File: config.mk
export PLATFORM = sky130hd
export DESIGN_NAME = rpsl_top
export DESIGN_NICKNAME = d
export VERILOG_FILES = /design/src/pkg/rpsl_pkg.sv /design/src/pkg/rpsl_timer_if.sv /design/src/rtl/rpsl_sync.sv /design/src/rtl/rpsl_timer.sv /design/src/rtl/rpsl_top.sv
export SDC_FILE = /design/constraint.sdc
export NUM_CORES = 1
export LEC_CHECK = 0
export BUFFER_PORTS_ARGS = -buffer_cell sky130_fd_sc_hd__buf_2
export CAP_MARGIN = 20
export CORE_ASPECT_RATIO = 2
export CORE_MARGIN = 2
export CORE_UTILIZATION = 40
export CTS_BUF_LIST = sky130_fd_sc_hd__clkbuf_8
export DETAILED_ROUTE_END_ITERATION = 10
export MAX_ROUTING_LAYER = met4
export PLACE_DENSITY = 0.63
export SYNTH_ARGS = -nofsm -noshare
export SYNTH_HDL_FRONTEND = slang
export SYNTH_SLANG_ARGS = --single-unit
File: constraint.sdc
create_clock -name core_clk_i -period 10.79 [get_ports core_clk_i]
set_input_delay 2.158 -clock core_clk_i [delete_from_list [all_inputs] [get_ports core_clk_i]]
set_output_delay 2.158 -clock core_clk_i [all_outputs]
set_load 0.02 [all_outputs]
File: src/pkg/rpsl_pkg.sv
package rpsl_pkg;

  localparam int NUM_PORTS = 2;

  // Register map, byte addresses
  localparam int ADDR_W = 8;
  localparam logic [7:0] PORT_STATUS_BASE = 8'h54;
  localparam logic [7:0] PORT_STATUS_STRIDE = 8'h04;

  // Field positions of the port status word
  localparam int BIT_CONNECT = 0;
  localparam int BIT_ENABLE = 1;
  localparam int BIT_SUSPEND = 2;
  localparam int BIT_RESUME = 3;
  localparam int BIT_OVERCURRENT = 3;
  localparam int BIT_RESET = 4;
  localparam int BIT_CONNECT_CHG = 16;
  localparam int BIT_ENABLE_CHG = 17;
  localparam int BIT_SUSPEND_CHG = 18;
  localparam int BIT_RESET_CHG = 20;

  localparam logic [31:0] STATUS_RESET = 32'h0000_0000;

  // Timing
  localparam int CLK_PERIOD_NS = 40;
  localparam int TICK_TIME_NS = 1000;
  localparam int TICK_CYCLES = TICK_TIME_NS / CLK_PERIOD_NS;
  localparam int RESET_TIME_US = 10;
  localparam int RESUME_TIME_US = 20;
  localparam int TIMER_W = 16;

  typedef enum logic [1:0] {
    RPSL_T_IDLE = 2'b00,
    RPSL_T_RUN = 2'b01,
    RPSL_T_DONE = 2'b10
  } rpsl_timer_e;

  function automatic logic [ADDR_W-1:0] rpsl_port_addr(input int port);
    rpsl_port_addr = PORT_STATUS_BASE + ADDR_W'(port) * PORT_STATUS_STRIDE;
  endfunction : rpsl_port_addr

endpackage : rpsl_pkg

File: src/pkg/rpsl_timer_if.sv
`timescale 1ns/1ps
interface rpsl_timer_if;
  logic start;
  logic abort;
  logic tick;
  logic busy;
  logic done;

  modport owner (output start, output abort, output tick, input busy, input done);
  modport timer (input start, input abort, input tick, output busy, output done);
endinterface : rpsl_timer_if

File: src/rtl/rpsl_sync.sv
`timescale 1ns/1ps
module rpsl_sync #(
  parameter int WIDTH = 1
) (
  input wire logic core_clk_i,
  input wire logic rst_i,
  input wire logic [WIDTH-1:0] async_i,
  output logic [WIDTH-1:0] sync_o
);
  logic [WIDTH-1:0] stage1;

  always_ff @(posedge core_clk_i or posedge rst_i) begin
    if (rst_i) begin
      stage1 <= '0;
      sync_o <= '0;
    end else begin
      stage1 <= async_i;
      sync_o <= stage1;
    end
  end
endmodule : rpsl_sync

File: src/rtl/rpsl_timer.sv
`timescale 1ns/1ps
module rpsl_timer
  import rpsl_pkg::*;
#(
  parameter int COUNT = 10
) (
  input wire logic core_clk_i,
  input wire logic rst_i,
  rpsl_timer_if.timer tif
);
  localparam logic [TIMER_W-1:0] LAST = TIMER_W'(COUNT - 1);

  rpsl_timer_e state;
  logic [TIMER_W-1:0] ticks;

  // Counts enable ticks; done is a one-cycle pulse
  always_ff @(posedge core_clk_i or posedge rst_i) begin
    if (rst_i) begin
      state <= RPSL_T_IDLE;
      ticks <= '0;
    end else begin
      case (state)
        RPSL_T_IDLE: begin
          ticks <= '0;
          if (tif.start && !tif.abort) begin
            state <= RPSL_T_RUN;
          end
        end
        RPSL_T_RUN: begin
          if (tif.abort) begin
            state <= RPSL_T_IDLE;
          end else if (tif.tick) begin
            if (ticks == LAST) begin
              state <= RPSL_T_DONE;
            end else begin
              ticks <= ticks + 1'b1;
            end
          end
        end
        RPSL_T_DONE: begin
          state <= RPSL_T_IDLE;
        end
        default: begin
          state <= RPSL_T_IDLE;
        end
      endcase
    end
  end

  assign tif.busy = (state == RPSL_T_RUN);
  assign tif.done = (state == RPSL_T_DONE);
endmodule : rpsl_timer

File: src/rtl/rpsl_top.sv
`timescale 1ns/1ps
module rpsl_top
  import rpsl_pkg::*;
#(
  parameter int PORTS = NUM_PORTS,
  parameter int RESET_TICKS = RESET_TIME_US * TICK_TIME_NS / TICK_TIME_NS,
  parameter int RESUME_TICKS = RESUME_TIME_US * TICK_TIME_NS / TICK_TIME_NS
) (
  input wire logic core_clk_i,
  input wire logic rst_i,
  input wire logic wr_i,
  input wire logic rd_i,
  input wire logic [ADDR_W-1:0] addr_i,
  input wire logic [31:0] wr_data_i,
  output logic [31:0] rd_data_o,
  input wire logic [PORTS-1:0] connect_pin_i,
  input wire logic [PORTS-1:0] overcurrent_pin_i,
  input wire logic [PORTS-1:0] upstream_resume_pin_i,
  input wire logic [PORTS-1:0] port_power_i,
  input wire logic [PORTS-1:0] bus_error_i,
  input wire logic [PORTS-1:0] nonremovable_mask_i,
  input wire logic controller_resume_state_i,
  output logic [PORTS-1:0] port_enabled_o,
  output logic [PORTS-1:0] port_suspended_o,
  output logic [PORTS-1:0] port_reset_o,
  output logic [PORTS-1:0] port_resume_o,
  output logic [PORTS-1:0] resume_detect_o
);

  localparam logic [TIMER_W-1:0] TICK_LAST = TIMER_W'(TICK_CYCLES - 1);

  // Pin synchronisers
  logic [PORTS-1:0] connect_sync;
  logic [PORTS-1:0] overcurrent_sync;
  logic [PORTS-1:0] resume_sync;

  rpsl_sync #(.WIDTH(3 * PORTS)) u_sync (
    .core_clk_i(core_clk_i),
    .rst_i(rst_i),
    .async_i({upstream_resume_pin_i, overcurrent_pin_i, connect_pin_i}),
    .sync_o({resume_sync, overcurrent_sync, connect_sync})
  );

  // Microsecond enable pulse
  logic [TIMER_W-1:0] div_cnt;
  logic tick;

  always_ff @(posedge core_clk_i or posedge rst_i) begin
    if (rst_i) begin
      div_cnt <= '0;
      tick <= 1'b0;
    end else if (div_cnt == TICK_LAST) begin
      div_cnt <= '0;
      tick <= 1'b1;
    end else begin
      div_cnt <= div_cnt + 1'b1;
      tick <= 1'b0;
    end
  end

  function automatic logic port_hit(input logic [ADDR_W-1:0] addr, input int port);
    port_hit = (addr == rpsl_port_addr(port));
  endfunction : port_hit

  // Per-port state
  logic [PORTS-1:0] connected;
  logic [PORTS-1:0] connected_prev;
  logic [PORTS-1:0] overcurrent_prev;
  logic [PORTS-1:0] enabled;
  logic [PORTS-1:0] suspended;
  logic [PORTS-1:0] reset_active;
  logic [PORTS-1:0] resuming;
  logic [PORTS-1:0] connect_chg;
  logic [PORTS-1:0] enable_chg;
  logic [PORTS-1:0] suspend_chg;
  logic [PORTS-1:0] reset_chg;
  logic [PORTS-1:0] reset_done;
  logic [PORTS-1:0] resume_done;

  genvar p;
  generate
    for (p = 0; p < PORTS; p++) begin : g_port
      logic wr_hit;
      logic wr_connect;
      logic wr_enable;
      logic wr_suspend;
      logic wr_resume;
      logic wr_reset;
      logic disconnect;
      logic connect_edge;
      logic hw_disable;
      logic upstream_resume;
      logic start_resume;

      rpsl_timer_if reset_tif ();
      rpsl_timer_if resume_tif ();

      rpsl_timer #(.COUNT(RESET_TICKS)) u_reset_timer (
        .core_clk_i(core_clk_i),
        .rst_i(rst_i),
        .tif(reset_tif.timer)
      );

      rpsl_timer #(.COUNT(RESUME_TICKS)) u_resume_timer (
        .core_clk_i(core_clk_i),
        .rst_i(rst_i),
        .tif(resume_tif.timer)
      );

      assign wr_hit = wr_i && port_hit(addr_i, p);
      assign wr_connect = wr_hit && wr_data_i[BIT_CONNECT];
      assign wr_enable = wr_hit && wr_data_i[BIT_ENABLE];
      assign wr_suspend = wr_hit && wr_data_i[BIT_SUSPEND];
      assign wr_resume = wr_hit && wr_data_i[BIT_RESUME];
      assign wr_reset = wr_hit && wr_data_i[BIT_RESET];

      // Pin or non-removable mask, never a write
      assign connected[p] = connect_sync[p] | nonremovable_mask_i[p];
      assign disconnect = connected_prev[p] && !connected[p];
      assign connect_edge = connected_prev[p] != connected[p];
      assign hw_disable = enabled[p] && (disconnect || (overcurrent_sync[p] && !overcurrent_prev[p])
                          || !port_power_i[p] || bus_error_i[p]);

      assign upstream_resume = suspended[p] && !resuming[p] && resume_sync[p];
      assign start_resume = suspended[p] && !resuming[p] && (wr_resume || resume_sync[p]);

      assign reset_tif.start = wr_reset && connected[p] && !reset_active[p];
      assign reset_tif.abort = disconnect;
      assign reset_tif.tick = tick;
      assign resume_tif.start = start_resume;
      assign resume_tif.abort = disconnect;
      assign resume_tif.tick = tick;

      assign reset_done[p] = reset_tif.done;
      assign resume_done[p] = resume_tif.done;

      always_ff @(posedge core_clk_i or posedge rst_i) begin
        if (rst_i) begin
          connected_prev[p] <= 1'b0;
          overcurrent_prev[p] <= 1'b0;
        end else begin
          connected_prev[p] <= connected[p];
          overcurrent_prev[p] <= overcurrent_sync[p];
        end
      end

      // Enabled flag
      always_ff @(posedge core_clk_i or posedge rst_i) begin
        if (rst_i) begin
          enabled[p] <= 1'b0;
        end else if (hw_disable) begin
          enabled[p] <= 1'b0;
        end else if (reset_done[p] || resume_done[p]) begin
          enabled[p] <= 1'b1;
        end else if (wr_connect) begin
          enabled[p] <= 1'b0;
        end else if (wr_enable && connected[p]) begin
          enabled[p] <= 1'b1;
        end
      end

      always_ff @(posedge core_clk_i or posedge rst_i) begin
        if (rst_i) begin
          enable_chg[p] <= 1'b0;
        end else if (hw_disable) begin
          enable_chg[p] <= 1'b1;
        end else if (wr_hit && wr_data_i[BIT_ENABLE_CHG]) begin
          enable_chg[p] <= 1'b0;
        end
      end

      // Suspended flag
      always_ff @(posedge core_clk_i or posedge rst_i) begin
        if (rst_i) begin
          suspended[p] <= 1'b0;
        end else if (resume_done[p]) begin
          suspended[p] <= 1'b0;
        end else if (reset_done[p] || controller_resume_state_i || disconnect) begin
          suspended[p] <= 1'b0;
        end else if (wr_suspend && connected[p]) begin
          suspended[p] <= 1'b1;
        end
      end

      always_ff @(posedge core_clk_i or posedge rst_i) begin
        if (rst_i) begin
          suspend_chg[p] <= 1'b0;
        end else if (resume_done[p]) begin
          suspend_chg[p] <= 1'b1;
        end else if (wr_hit && wr_data_i[BIT_SUSPEND_CHG]) begin
          suspend_chg[p] <= 1'b0;
        end
      end

      // Resume sequence
      always_ff @(posedge core_clk_i or posedge rst_i) begin
        if (rst_i) begin
          resuming[p] <= 1'b0;
        end else if (resume_done[p] || disconnect || controller_resume_state_i) begin
          resuming[p] <= 1'b0;
        end else if (start_resume) begin
          resuming[p] <= 1'b1;
        end
      end

      always_ff @(posedge core_clk_i or posedge rst_i) begin
        if (rst_i) begin
          resume_detect_o[p] <= 1'b0;
        end else begin
          resume_detect_o[p] <= upstream_resume;
        end
      end

      // Port reset
      always_ff @(posedge core_clk_i or posedge rst_i) begin
        if (rst_i) begin
          reset_active[p] <= 1'b0;
        end else if (reset_done[p] || disconnect) begin
          reset_active[p] <= 1'b0;
        end else if (reset_tif.start) begin
          reset_active[p] <= 1'b1;
        end
      end

      always_ff @(posedge core_clk_i or posedge rst_i) begin
        if (rst_i) begin
          reset_chg[p] <= 1'b0;
        end else if (reset_done[p]) begin
          reset_chg[p] <= 1'b1;
        end else if (wr_hit && wr_data_i[BIT_RESET_CHG]) begin
          reset_chg[p] <= 1'b0;
        end
      end

      // Connect change, also flags attempts on an empty port
      always_ff @(posedge core_clk_i or posedge rst_i) begin
        if (rst_i) begin
          connect_chg[p] <= 1'b0;
        end else if (connect_edge) begin
          connect_chg[p] <= 1'b1;
        end else if (!connected[p] && (wr_enable || wr_suspend || wr_reset)) begin
          connect_chg[p] <= 1'b1;
        end else if (wr_hit && wr_data_i[BIT_CONNECT_CHG]) begin
          connect_chg[p] <= 1'b0;
        end
      end

      always_ff @(posedge core_clk_i or posedge rst_i) begin
        if (rst_i) begin
          port_enabled_o[p] <= 1'b0;
          port_suspended_o[p] <= 1'b0;
          port_reset_o[p] <= 1'b0;
          port_resume_o[p] <= 1'b0;
        end else begin
          port_enabled_o[p] <= enabled[p];
          port_suspended_o[p] <= suspended[p];
          port_reset_o[p] <= reset_active[p];
          port_resume_o[p] <= resuming[p];
        end
      end
    end
  endgenerate

  // Read side
  function automatic logic [31:0] status_word(input int port);
    logic [31:0] w;
    w = STATUS_RESET;
    w[BIT_CONNECT] = connected[port];
    w[BIT_ENABLE] = enabled[port];
    w[BIT_SUSPEND] = suspended[port];
    w[BIT_OVERCURRENT] = overcurrent_sync[port];
    w[BIT_RESET] = reset_active[port];
    w[BIT_CONNECT_CHG] = connect_chg[port];
    w[BIT_ENABLE_CHG] = enable_chg[port];
    w[BIT_SUSPEND_CHG] = suspend_chg[port];
    w[BIT_RESET_CHG] = reset_chg[port];
    status_word = w;
  endfunction : status_word

  logic [31:0] next_rd_data;

  always_comb begin
    next_rd_data = STATUS_RESET;
    for (int i = 0; i < PORTS; i++) begin
      if (port_hit(addr_i, i)) begin
        next_rd_data = status_word(i);
      end
    end
  end

  always_ff @(posedge core_clk_i or posedge rst_i) begin
    if (rst_i) begin
      rd_data_o <= STATUS_RESET;
    end else if (rd_i) begin
      rd_data_o <= next_rd_data;
    end
  end

endmodule : rpsl_top

==> flow_summary.yaml, run 1 <==
status:
  status: "complete, no violations"
layout:
  mostFrequentLayoutCells: "dfrtp_1 (140), nor2_1 (71), buf_2 (52), nand2_1 (49), nand4_1 (30)"
  layout_commonest_cell: "dfrtp_1"
  syn_to_final_growth_pct: 11.41
  multi_input_area_um2: 3074
  layout-drive-gt1-share: 0.1434
  regArea_um2: 3503
  instances_no_fill: 948
  nNetsFinal: 793
  n_fill_cell: 1596
timing:
  final_hold_viol_count: 0
  worst_pin_slew_ns: 1.117
  final.setup.tns_ns: 0
  grt_setup_unrepaired: "no"
  final_max_slew_viol_count: 0
  setup_violations: 0
  fmaxAchievable_mhz: 249.8
  finalCriticalPeriod_ns: 4.003
  fin_crit_sh: 0.3710
  max_slew_margin: 0.2484
  worst_clock_skew_ns: 0.01409
die:
  dieArea_um2: 18150
  die_h_um: 188.5
  start_util: 0.4082
  core_um2: 16680
  rows: 67
  fp.dieW_um: 96.27
  pin_count: 99
power_and_ir_drop:
  switching_share: 0.2442
  p_clk_frac: 0.425
  p_sw_mw: 0.2425
  ir_worst_vdd_mv: 0.06817
  powerDensity_nw_per_um2: 130.9
  pwr-share-comb: 0.039
  p_leak_nw: 3.396
  power.internal_mw: 0.7505
  seqPwrFrac: 0.536
clocking:
  postCtsResizedCells: 0
  clock_path_buffers: 2
  tritoncts: "done"
  cts-hold-fix-buffers: 0
  clock_sinks: 140
  cts_root_buffer: "clkbuf_8"
  clk_latency_ns: 0.44
  cts-buffers-inserted: 17
  path_clk_slew_ns: 0.09
  cts_setup_buffers: 0
  cts_htree_levels: 4
route:
  vias: 5264
  drtAntennaViolNets: 0
  drc: 0
  wirelength_mm: 15.51
  wl_per_cell_um: 16.36
  vias_per_cell: 5.553
  drt_pass1_iterations: 4
  drtIter0Drc: 306
logic_synthesis:
  synthArstFlopShare: 1.000
  synth_enable_flop_cells: 0
  synth_flop_cell: "dfrtp_1"
  synth-seq-cells: 140
  synth_top_cell_by_area: "dfrtp_1"
  ys_top_cells_by_area: "dfrtp_1 (51%), nor2_1 (3.9%), xnor2_1 (3.1%)"
  netlist_instances: 672
  syn_area_per_cell_um2: 10.13
  yosysWarningCount: 0
  synth_area_um2: 6810
  yosysTopAreaCellShare: 0.5144
  synth_cell_types: 54
  yosysSeqAreaShare: 0.5144
worst_setup_path:
  crit_type: "primary input to flip-flop"
  worst_ep_arrival_time_ns: 4.39
  end_kind: "flip-flop"
  critPathRequiredTime_ns: 11.17
  start_kind: "primary input"
  worstPathMaxFanout: 13
job:
  drv_cap: 0
placed_design:
  place_inst: 913
  numPortBuffers: 52
  gp_congestion: 0.8480
  place_hpwl_mm: 11.19
global_route:
  grt_pass1_wl_mm: 25.17
  track_usage: 0.1822
  grt_start_max_net_pins: 81
  grt_overflow: 0
  antenna_found_initial: 2
  grt_pass1_vias: 5225
worst_hold_path:
  min_path_type: "flip-flop to flip-flop"
logic make-up (layout without fill, tap and decap cells):
| group | after synthesis | in the layout | share of synthesized area |
|---|---|---|---|
| AO/OA/AOI/OAI | 95 | 95 | 0.09701 |
| XOR/XNOR | 44 | 44 | 0.05659 |
| adder cells (fa/ha/maj) | 10 | 10 | 0.01837 |
| buffers and inverters | 60 | 105 | 0.04630 |
| flip-flops | 140 | 140 | 0.5144 |
| multiplexers | 4 | 4 | 0.005879 |
| other | 1 | 25 | 0.0005506 |
| AND/OR/NAND/NOR | 318 | 318 | 0.2609 |
cell usage after synthesis (11+ instances only):
cell type and n:
a21oi_1 20, a221o_1 11, buf_4 23, clkbuf_1 15, dfrtp_1 140, inv_1 18
nand2_1 49, nand3_1 24, nand4_1 30, nor2_1 71, nor2b_1 14, nor3_1 19
nor4_1 20, o21ai_0 18, or3_1 12, xnor2_1 24, xor2_1 20
sequential cells by signal (all words and copies together), names as in the netlist, 4 cells and up:
name / count
g_port.u_resume_timer.ticks: 32
g_port.u_reset_timer.state: 4
u_sync.stage1: 6
g_port.u_reset_timer.ticks: 32
rd_data_o: 9
g_port.u_resume_timer.state: 4
u_sync.sync_o: 6
div_cnt: 16
power groups by stage:
stage	sequential (mW)	combinational (mW)	clock (mW)
floorplan	0.543	0.0300	0
global placement	0.542	0.0394	0
detailed placement	0.542	0.0398	0
CTS	0.532	0.0398	0.434
global route	0.532	0.0441	0.456
finish	0.532	0.0390	0.422
stage by stage:
stage	power, mW	setup slack (ns)	area [um^2]	util	hold WS (ns)
2_1_floorplan	0.5725	4.879	6893	-	0.3312
3_3_place_gp	0.5817	6.220	7184	0.4307	0.3330
3_5_place_dp	0.5822	6.168	7184	0.4307	0.3347
4_1_cts	1.006	6.668	7577	0.4542	0.3514
5_1_grt	1.033	6.669	7587	0.4548	0.3708
6_report	0.9931	6.787	7587	0.4548	0.3540
layer usage:
layer  track usage  routed length (um)  vias to the layer above  share of wire
met3       0.03838                 465                       28          0.030
met2        0.3154                8664                       92           0.56
met1        0.1935                5979                     2635           0.39
met4       0.08187                 400                        0          0.026
li1              -                   -                     2509              -
met5             -                   0                        -              0
path summary, 6_finish.rpt:
kind,startpoint,to,slack [ns],depth (start not counted)
setup reg to reg,u_sync.sync_o[1],g_port[1].u_resume_timer.ticks[14],8.25,7
min in group asynchronous,rst_i,div_cnt[1],1.85,2
max in group asynchronous,rst_i,port_reset_o[1],7.70,3
setup / recovery,nonremovable_mask_i[1],g_port[1].u_resume_timer.ticks[14],6.79,8
hold / removal,u_sync.stage1[0],u_sync.sync_o[0],0.35,0
hold reg to reg,u_sync.stage1[0],u_sync.sync_o[0],0.35,0
layout make-up:
class / count / share of cell area
flip-flops and latches: 140 / 0.4617
repair buffers: 55 / 0.03694
inverters: 18 / 0.009565
clock inverters: 14 / 0.01913
well taps: 207 / 0.03414
clock buffers: 18 / 0.03265
multi-input cells: 494 / 0.4052
diodes: 2 / 0.0006596
critical path: stages:
cell	delay, ns
buf_2	0.07
or2_2	0.21
inv_1	0.07
ha_1	0.35
nor3b_1	0.56
nand4_1	0.32
or4_1	0.55
nand2_1	0.08
Note: power is estimated with default switching activity, not from simulation.
==> run 2, diff against run 1 <==
--- a/config.mk
+++ b/config.mk
@@ -13,7 +13,7 @@
 export CTS_BUF_LIST = sky130_fd_sc_hd__clkbuf_8
 export DETAILED_ROUTE_END_ITERATION = 10
 export MAX_ROUTING_LAYER = met4
-export PLACE_DENSITY = 0.63
+export PLACE_DENSITY = 0.66
 export SYNTH_ARGS = -nofsm -noshare
 export SYNTH_HDL_FRONTEND = slang
 export SYNTH_SLANG_ARGS = --single-unit
==> constraint.sdc (replaced) <==
create_clock -name core_clk_i -period 3.45 [get_ports core_clk_i]
set_input_delay 0.69 -clock core_clk_i [delete_from_list [all_inputs] [get_ports core_clk_i]]
set_output_delay 0.69 -clock core_clk_i [all_outputs]
set_load 0.02 [all_outputs]
==> flow_summary.yaml, run 2 (synthesis gave the netlist of run 1 again) <==
die:
  core_um2: 16680
  die_h_um: 188.5
  pin_count: 99
  dieArea_um2: 18150
  rows: 67
  start_util: 0.4082
  fp.dieW_um: 96.27
clocking:
  clock_sinks: 140
  clock_path_buffers: 2
  cts-hold-fix-buffers: 0
  path_clk_slew_ns: 0.07
  cts_htree_levels: 4
  tritoncts: "done"
  cts_root_buffer: "clkbuf_8"
  clk_latency_ns: 0.45
  cts-buffers-inserted: 17
  cts_setup_buffers: 0
  postCtsResizedCells: 0
worst_setup_path:
  slowest_stage: "or4_1"
  critPathRequiredTime_ns: 3.83
  worst_ep_arrival_time_ns: 2.82
  crit_type: "flip-flop to flip-flop"
  worstPathMaxFanout: 10
  start_kind: "flip-flop"
  slowest_delay_ns: 0.54
  end_kind: "flip-flop"
  crit_path_cell_trace: "or2_2, inv_1, ha_1, nor3b_1, nand4_1, or4_1, nand2_1"
timing:
  grt_setup_unrepaired: "no"
  final_hold_viol_count: 0
  whs_ns: 0.3485
  final_max_slew_viol_count: 0
  fmaxAchievable_mhz: 410.6
  setup_violations: 0
  worst_pin_slew_ns: 1.008
  final.setup.tns_ns: 0
  worst_clock_skew_ns: 0.01155
  finalCriticalPeriod_ns: 2.435
  max_slew_margin: 0.3254
  fin_crit_sh: 0.7059
global_route:
  grt_start_max_net_pins: 141
  antenna_found_initial: 1
  grt_pass1_vias: 5124
  track_usage: 0.1837
  grt_pass1_wl_mm: 25.24
  grt_overflow: 0
power_and_ir_drop:
  powerDensity_nw_per_um2: 412.9
  p_leak_nw: 3.458
  seqPwrFrac: 0.524
  p_clk_frac: 0.437
  p_sw_mw: 0.7224
  switching_share: 0.2274
  pwr-share-comb: 0.039
  ir_worst_vdd_mv: 0.2284
  power.internal_mw: 2.454
layout:
  finish.utilization: 0.4612
  n_fill_cell: 1628
  layout-drive-gt1-share: 0.1537
  mostFrequentLayoutCells: "dfrtp_1 (140), nor2_1 (71), buf_2 (52), nand2_1 (49), nand4_1 (30)"
  top_regs: "g_port.u_reset_timer.ticks: 32 flops, g_port.u_resume_timer.ticks: 32 flops, div_cnt: 16 flops"
  instances_no_fill: 956
  syn_to_final_growth_pct: 12.97
  nNetsFinal: 802
  regArea_um2: 3503
  multi_input_area_um2: 3074
  layout_commonest_cell: "dfrtp_1"
placed_design:
  place_inst: 923
  numPortBuffers: 52
  gp_congestion: 0.8466
  place_hpwl_mm: 11.10
route:
  drt_pass1_iterations: 4
  drc: 0
  wl_per_cell_um: 16.06
  vias: 5187
  drtIter0Drc: 254
  vias_per_cell: 5.426
  drtAntennaViolNets: 0
  wirelength_mm: 15.35
status:
  status: "complete, no violations"
job:
  drv_cap: 0
worst_hold_path:
  min_path_type: "flip-flop to flip-flop"
==> run 2: area by class of cell <==
cell class	count	area share
tap	207	0.03366
clock inverter	12	0.01886
clock buffer	20	0.03578
multi-input combinational	494	0.3996
inverter	18	0.009270
antenna	1	0.0003253
sequential	140	0.4554
timing repair buffer	64	0.04716
==> run 2: final timing paths <==
path	slack, ns	start	cells past startpoint	endpoint
max	1.01	u_sync.sync_o[1]	7	g_port[1].u_resume_timer.ticks[14]
min	0.35	u_sync.stage1[0]	0	u_sync.sync_o[0]
max reg2reg	1.01	u_sync.sync_o[1]	7	g_port[1].u_resume_timer.ticks[14]
min reg2reg	0.35	u_sync.stage1[0]	0	u_sync.sync_o[0]
max in group asynchronous	2.47	rst_i	3	g_port[1].u_resume_timer.ticks[12]
min in group asynchronous	0.47	rst_i	3	port_reset_o[1]
==> run 2: power groups by stage <==
| stage | sequential (mW) | combinational [mW] | clock (mW) |
|---|---|---|---|
| 6_report | 1.66 | 0.123 | 1.39 |
| 5_1_grt | 1.67 | 0.140 | 1.50 |
| 4_1_cts | 1.66 | 0.127 | 1.43 |
| 3_5_place_dp | 1.70 | 0.127 | 0 |
| 3_3_place_gp | 1.70 | 0.126 | 0 |
| 2_1_floorplan | 1.70 | 0.0941 | 0 |
==> run 2: critical path, delay by kind of cell, from the launching register on <==
| kind | cells | cell delay, ns |
|---|---|---|
| adder cells (fa/ha/maj) | 1 | 0.32 |
| buffers and inverters | 1 | 0.07 |
| flip-flops | 1 | 0.32 |
| AND/OR/NAND/NOR | 5 | 1.69 |
==> run 2: metrics by stage <==
step | setup slack (ns) | power [mW] | instance area (um^2)
5_1_grt | 0.8223 | 3.302 | 7694
3_3_place_gp | 0.5504 | 1.823 | 7271
6_report | 1.015 | 3.176 | 7694
3_5_place_dp | 0.5195 | 1.824 | 7271
4_1_cts | 0.9643 | 3.221 | 7691
2_1_floorplan | 0.8589 | 1.791 | 6897
==> run 2: metal layers <==
metal | vias to the layer above | track usage | routed length [um]
li1 | 2523 | - | -
met3 | 18 | 0.03719 | 463
met1 | 2580 | 0.1843 | 5702
met5 | - | - | 0
met2 | 66 | 0.3365 | 8844
met4 | 0 | 0.06923 | 342
==> run 3, diff against run 2 <==
==> constraint.sdc (replaced) <==
create_clock -name core_clk_i -period 2 [get_ports core_clk_i]
set_input_delay 0.4 -clock core_clk_i [delete_from_list [all_inputs] [get_ports core_clk_i]]
set_output_delay 0.4 -clock core_clk_i [all_outputs]
set_load 0.02 [all_outputs]
==> flow_summary.yaml, run 3 (synthesis gave the netlist of run 1 again) <==
layout:
  mostFrequentLayoutCells: "dfrtp_1 (140), nor2_1 (71), buf_2 (52), nand2_1 (49), buf_4 (45)"
  final_area_um2: 8153
  top_regs: "g_port.u_reset_timer.ticks: 32 flops, g_port.u_resume_timer.ticks: 32 flops, div_cnt: 16 flops"
  regArea_um2: 3503
  nNetsFinal: 839
  layout-drive-gt1-share: 0.2130
  syn_to_final_growth_pct: 19.71
  layout_commonest_cell: "dfrtp_1"
  n_fill_cell: 1574
  multi_input_area_um2: 3182
power_and_ir_drop:
  p_leak_nw: 3.710
  powerDensity_nw_per_um2: 709.1
  ir_worst_vdd_mv: 0.3850
route:
  vias_per_cell: 5.403
  vias: 5360
  drtIter0Drc: 266
  drc: 0
  drt_pass1_iterations: 4
  wirelength_mm: 15.48
  wl_per_cell_um: 15.60
  drtAntennaViolNets: 0
worst_setup_path:
  crit_type: "flip-flop to flip-flop"
  end_kind: "flip-flop"
  r2r_start: "u_sync.sync_o[1]"
  worstPathMaxFanout: 7
  critPathRequiredTime_ns: 2.34
  r2r-end: "g_port[1].u_resume_timer.ticks[13]"
  start_kind: "flip-flop"
  rr_worst_depth: 7
  worst_ep_arrival_time_ns: 2.32
  r2r_slack_ns: 0.02
global_route:
  track_usage: 0.1885
  grt_overflow: 0
  grt_pass1_vias: 5393
  grt_pass1_wl_mm: 26.22
  antenna_found_initial: 1
  grt_start_max_net_pins: 50
clocking:
  cts-buffers-inserted: 17
  clock_sinks: 140
  clock_path_buffers: 2
  cts_htree_levels: 4
  tritoncts: "done"
  cts_root_buffer: "clkbuf_8"
  clk_latency_ns: 0.45
  path_clk_slew_ns: 0.08
timing:
  setup_violations: 0
  final_hold_viol_count: 0
  final.setup.tns_ns: 0
  fmaxAchievable_mhz: 505.4
  fin_crit_sh: 0.9893
  grt_setup_unrepaired: "yes"
  whs_ns: 0.04510
  final_max_slew_viol_count: 0
  worst_clock_skew_ns: 0.009182
  finalCriticalPeriod_ns: 1.979
  worst_slack_ns: 0.02132
status:
  status: "complete, no violations"
placed_design:
  place_hpwl_mm: 11.36
  dpl-instance-area_um2: 7617
  numPortBuffers: 52
  gp_congestion: 0.8554
  dp_slack_ns: -0.1866
worst_hold_path:
  min_path_type: "primary input to flip-flop"
  hold_start: "overcurrent_pin_i[1]"
  worstHoldPathCells: 1
  holdPathEnd: "u_sync.stage1[3]"
die:
  pin_count: 99
  fp.dieW_um: 96.27
  core_um2: 16680
  start_util: 0.4082
  dieArea_um2: 18150
  die_h_um: 188.5
  rows: 67
job:
  drv_cap: 0
run 3: cell types whose count changed in the layout (fill, tap and decap cells not counted), moves of 3 or more:
cell,previous run,this run
buf_4,11,45
clkinv_2,4,1
nor4_1,20,16
nor4_2,1,5
run 3: cell type report:
| cell class | instances | area share |
|---|---|---|
| Sequential cell | 140 | 0.4297 |
| Multi-Input combinational cell | 494 | 0.3903 |
| Timing Repair Buffer | 101 | 0.08195 |
| Clock buffer | 20 | 0.03376 |
| Tap cell | 207 | 0.03177 |
| Clock inverter | 11 | 0.02348 |
| Inverter | 18 | 0.008748 |
| Antenna cell | 1 | 0.0003069 |
run 3: where the power goes:
group | internal (mW) | total [mW] | switching (mW)
Combinational | 0.0797 | 0.245 | 0.166
Sequential | 2.86 | 2.87 | 0.0175
Clock | 1.57 | 2.66 | 1.09
Total | 4.51 | 5.78 | 1.27
run 3: stage by stage:
| stage | cells | utilization | total power, mW |
|---|---|---|---|
| 6_report | 992 | 0.4887 | 5.781 |
| 5_1_grt | 992 | 0.4887 | 5.996 |
| 4_1_cts | 988 | 0.4856 | 5.844 |
| 3_5_place_dp | 956 | 0.4566 | 3.174 |
| 3_3_place_gp | 956 | 0.4566 | 3.172 |
| 2_1_floorplan | 694 | - | 3.097 |
run 3: layer usage:
metal | vias up | part of all wire | track usage
li1 | 2595 | - | -
met1 | 2624 | 0.40 | 0.2118
met2 | 112 | 0.53 | 0.3221
met3 | 29 | 0.046 | 0.04358
met4 | 0 | 0.020 | 0.06374
met5 | - | 0 | -
run 3: what timing repair did:
item | 4_1_cts | 5_1_grt
pin swaps | 0 | 9
setup endpoints to repair | 1 | 15
buffers inserted | 0 | 3
hold endpoints to repair | 5 | 0
gates resized for setup | 1 | 7
hold buffers | 1 | 0
run 3: worst max-delay path, stage by stage (launching register included):
cell     delay, ns
dfrtp_1       0.33
or2_4         0.12
inv_2         0.04
ha_4          0.17
or3b_4        0.45
nor4_4        0.41
a31oi_1       0.13
a41o_1        0.22
run 3: worst max path at each step:
stage | startpoint | end | slack (ns) | depth (start not counted)
after floorplan | rst_i | connect_chg[0] | -0.15 | 1
after global placement | nonremovable_mask_i[1] | g_port[1].u_resume_timer.ticks[12] | -0.12 | 8
after detailed placement | nonremovable_mask_i[1] | g_port[1].u_resume_timer.ticks[12] | -0.19 | 8
after CTS | u_sync.sync_o[1] | g_port[1].u_resume_timer.ticks[15] | 0.006 | 7
after global routing | u_sync.sync_o[1] | g_port[1].u_resume_timer.ticks[15] | -0.09 | 7
final | u_sync.sync_o[1] | g_port[1].u_resume_timer.ticks[13] | 0.02 | 7
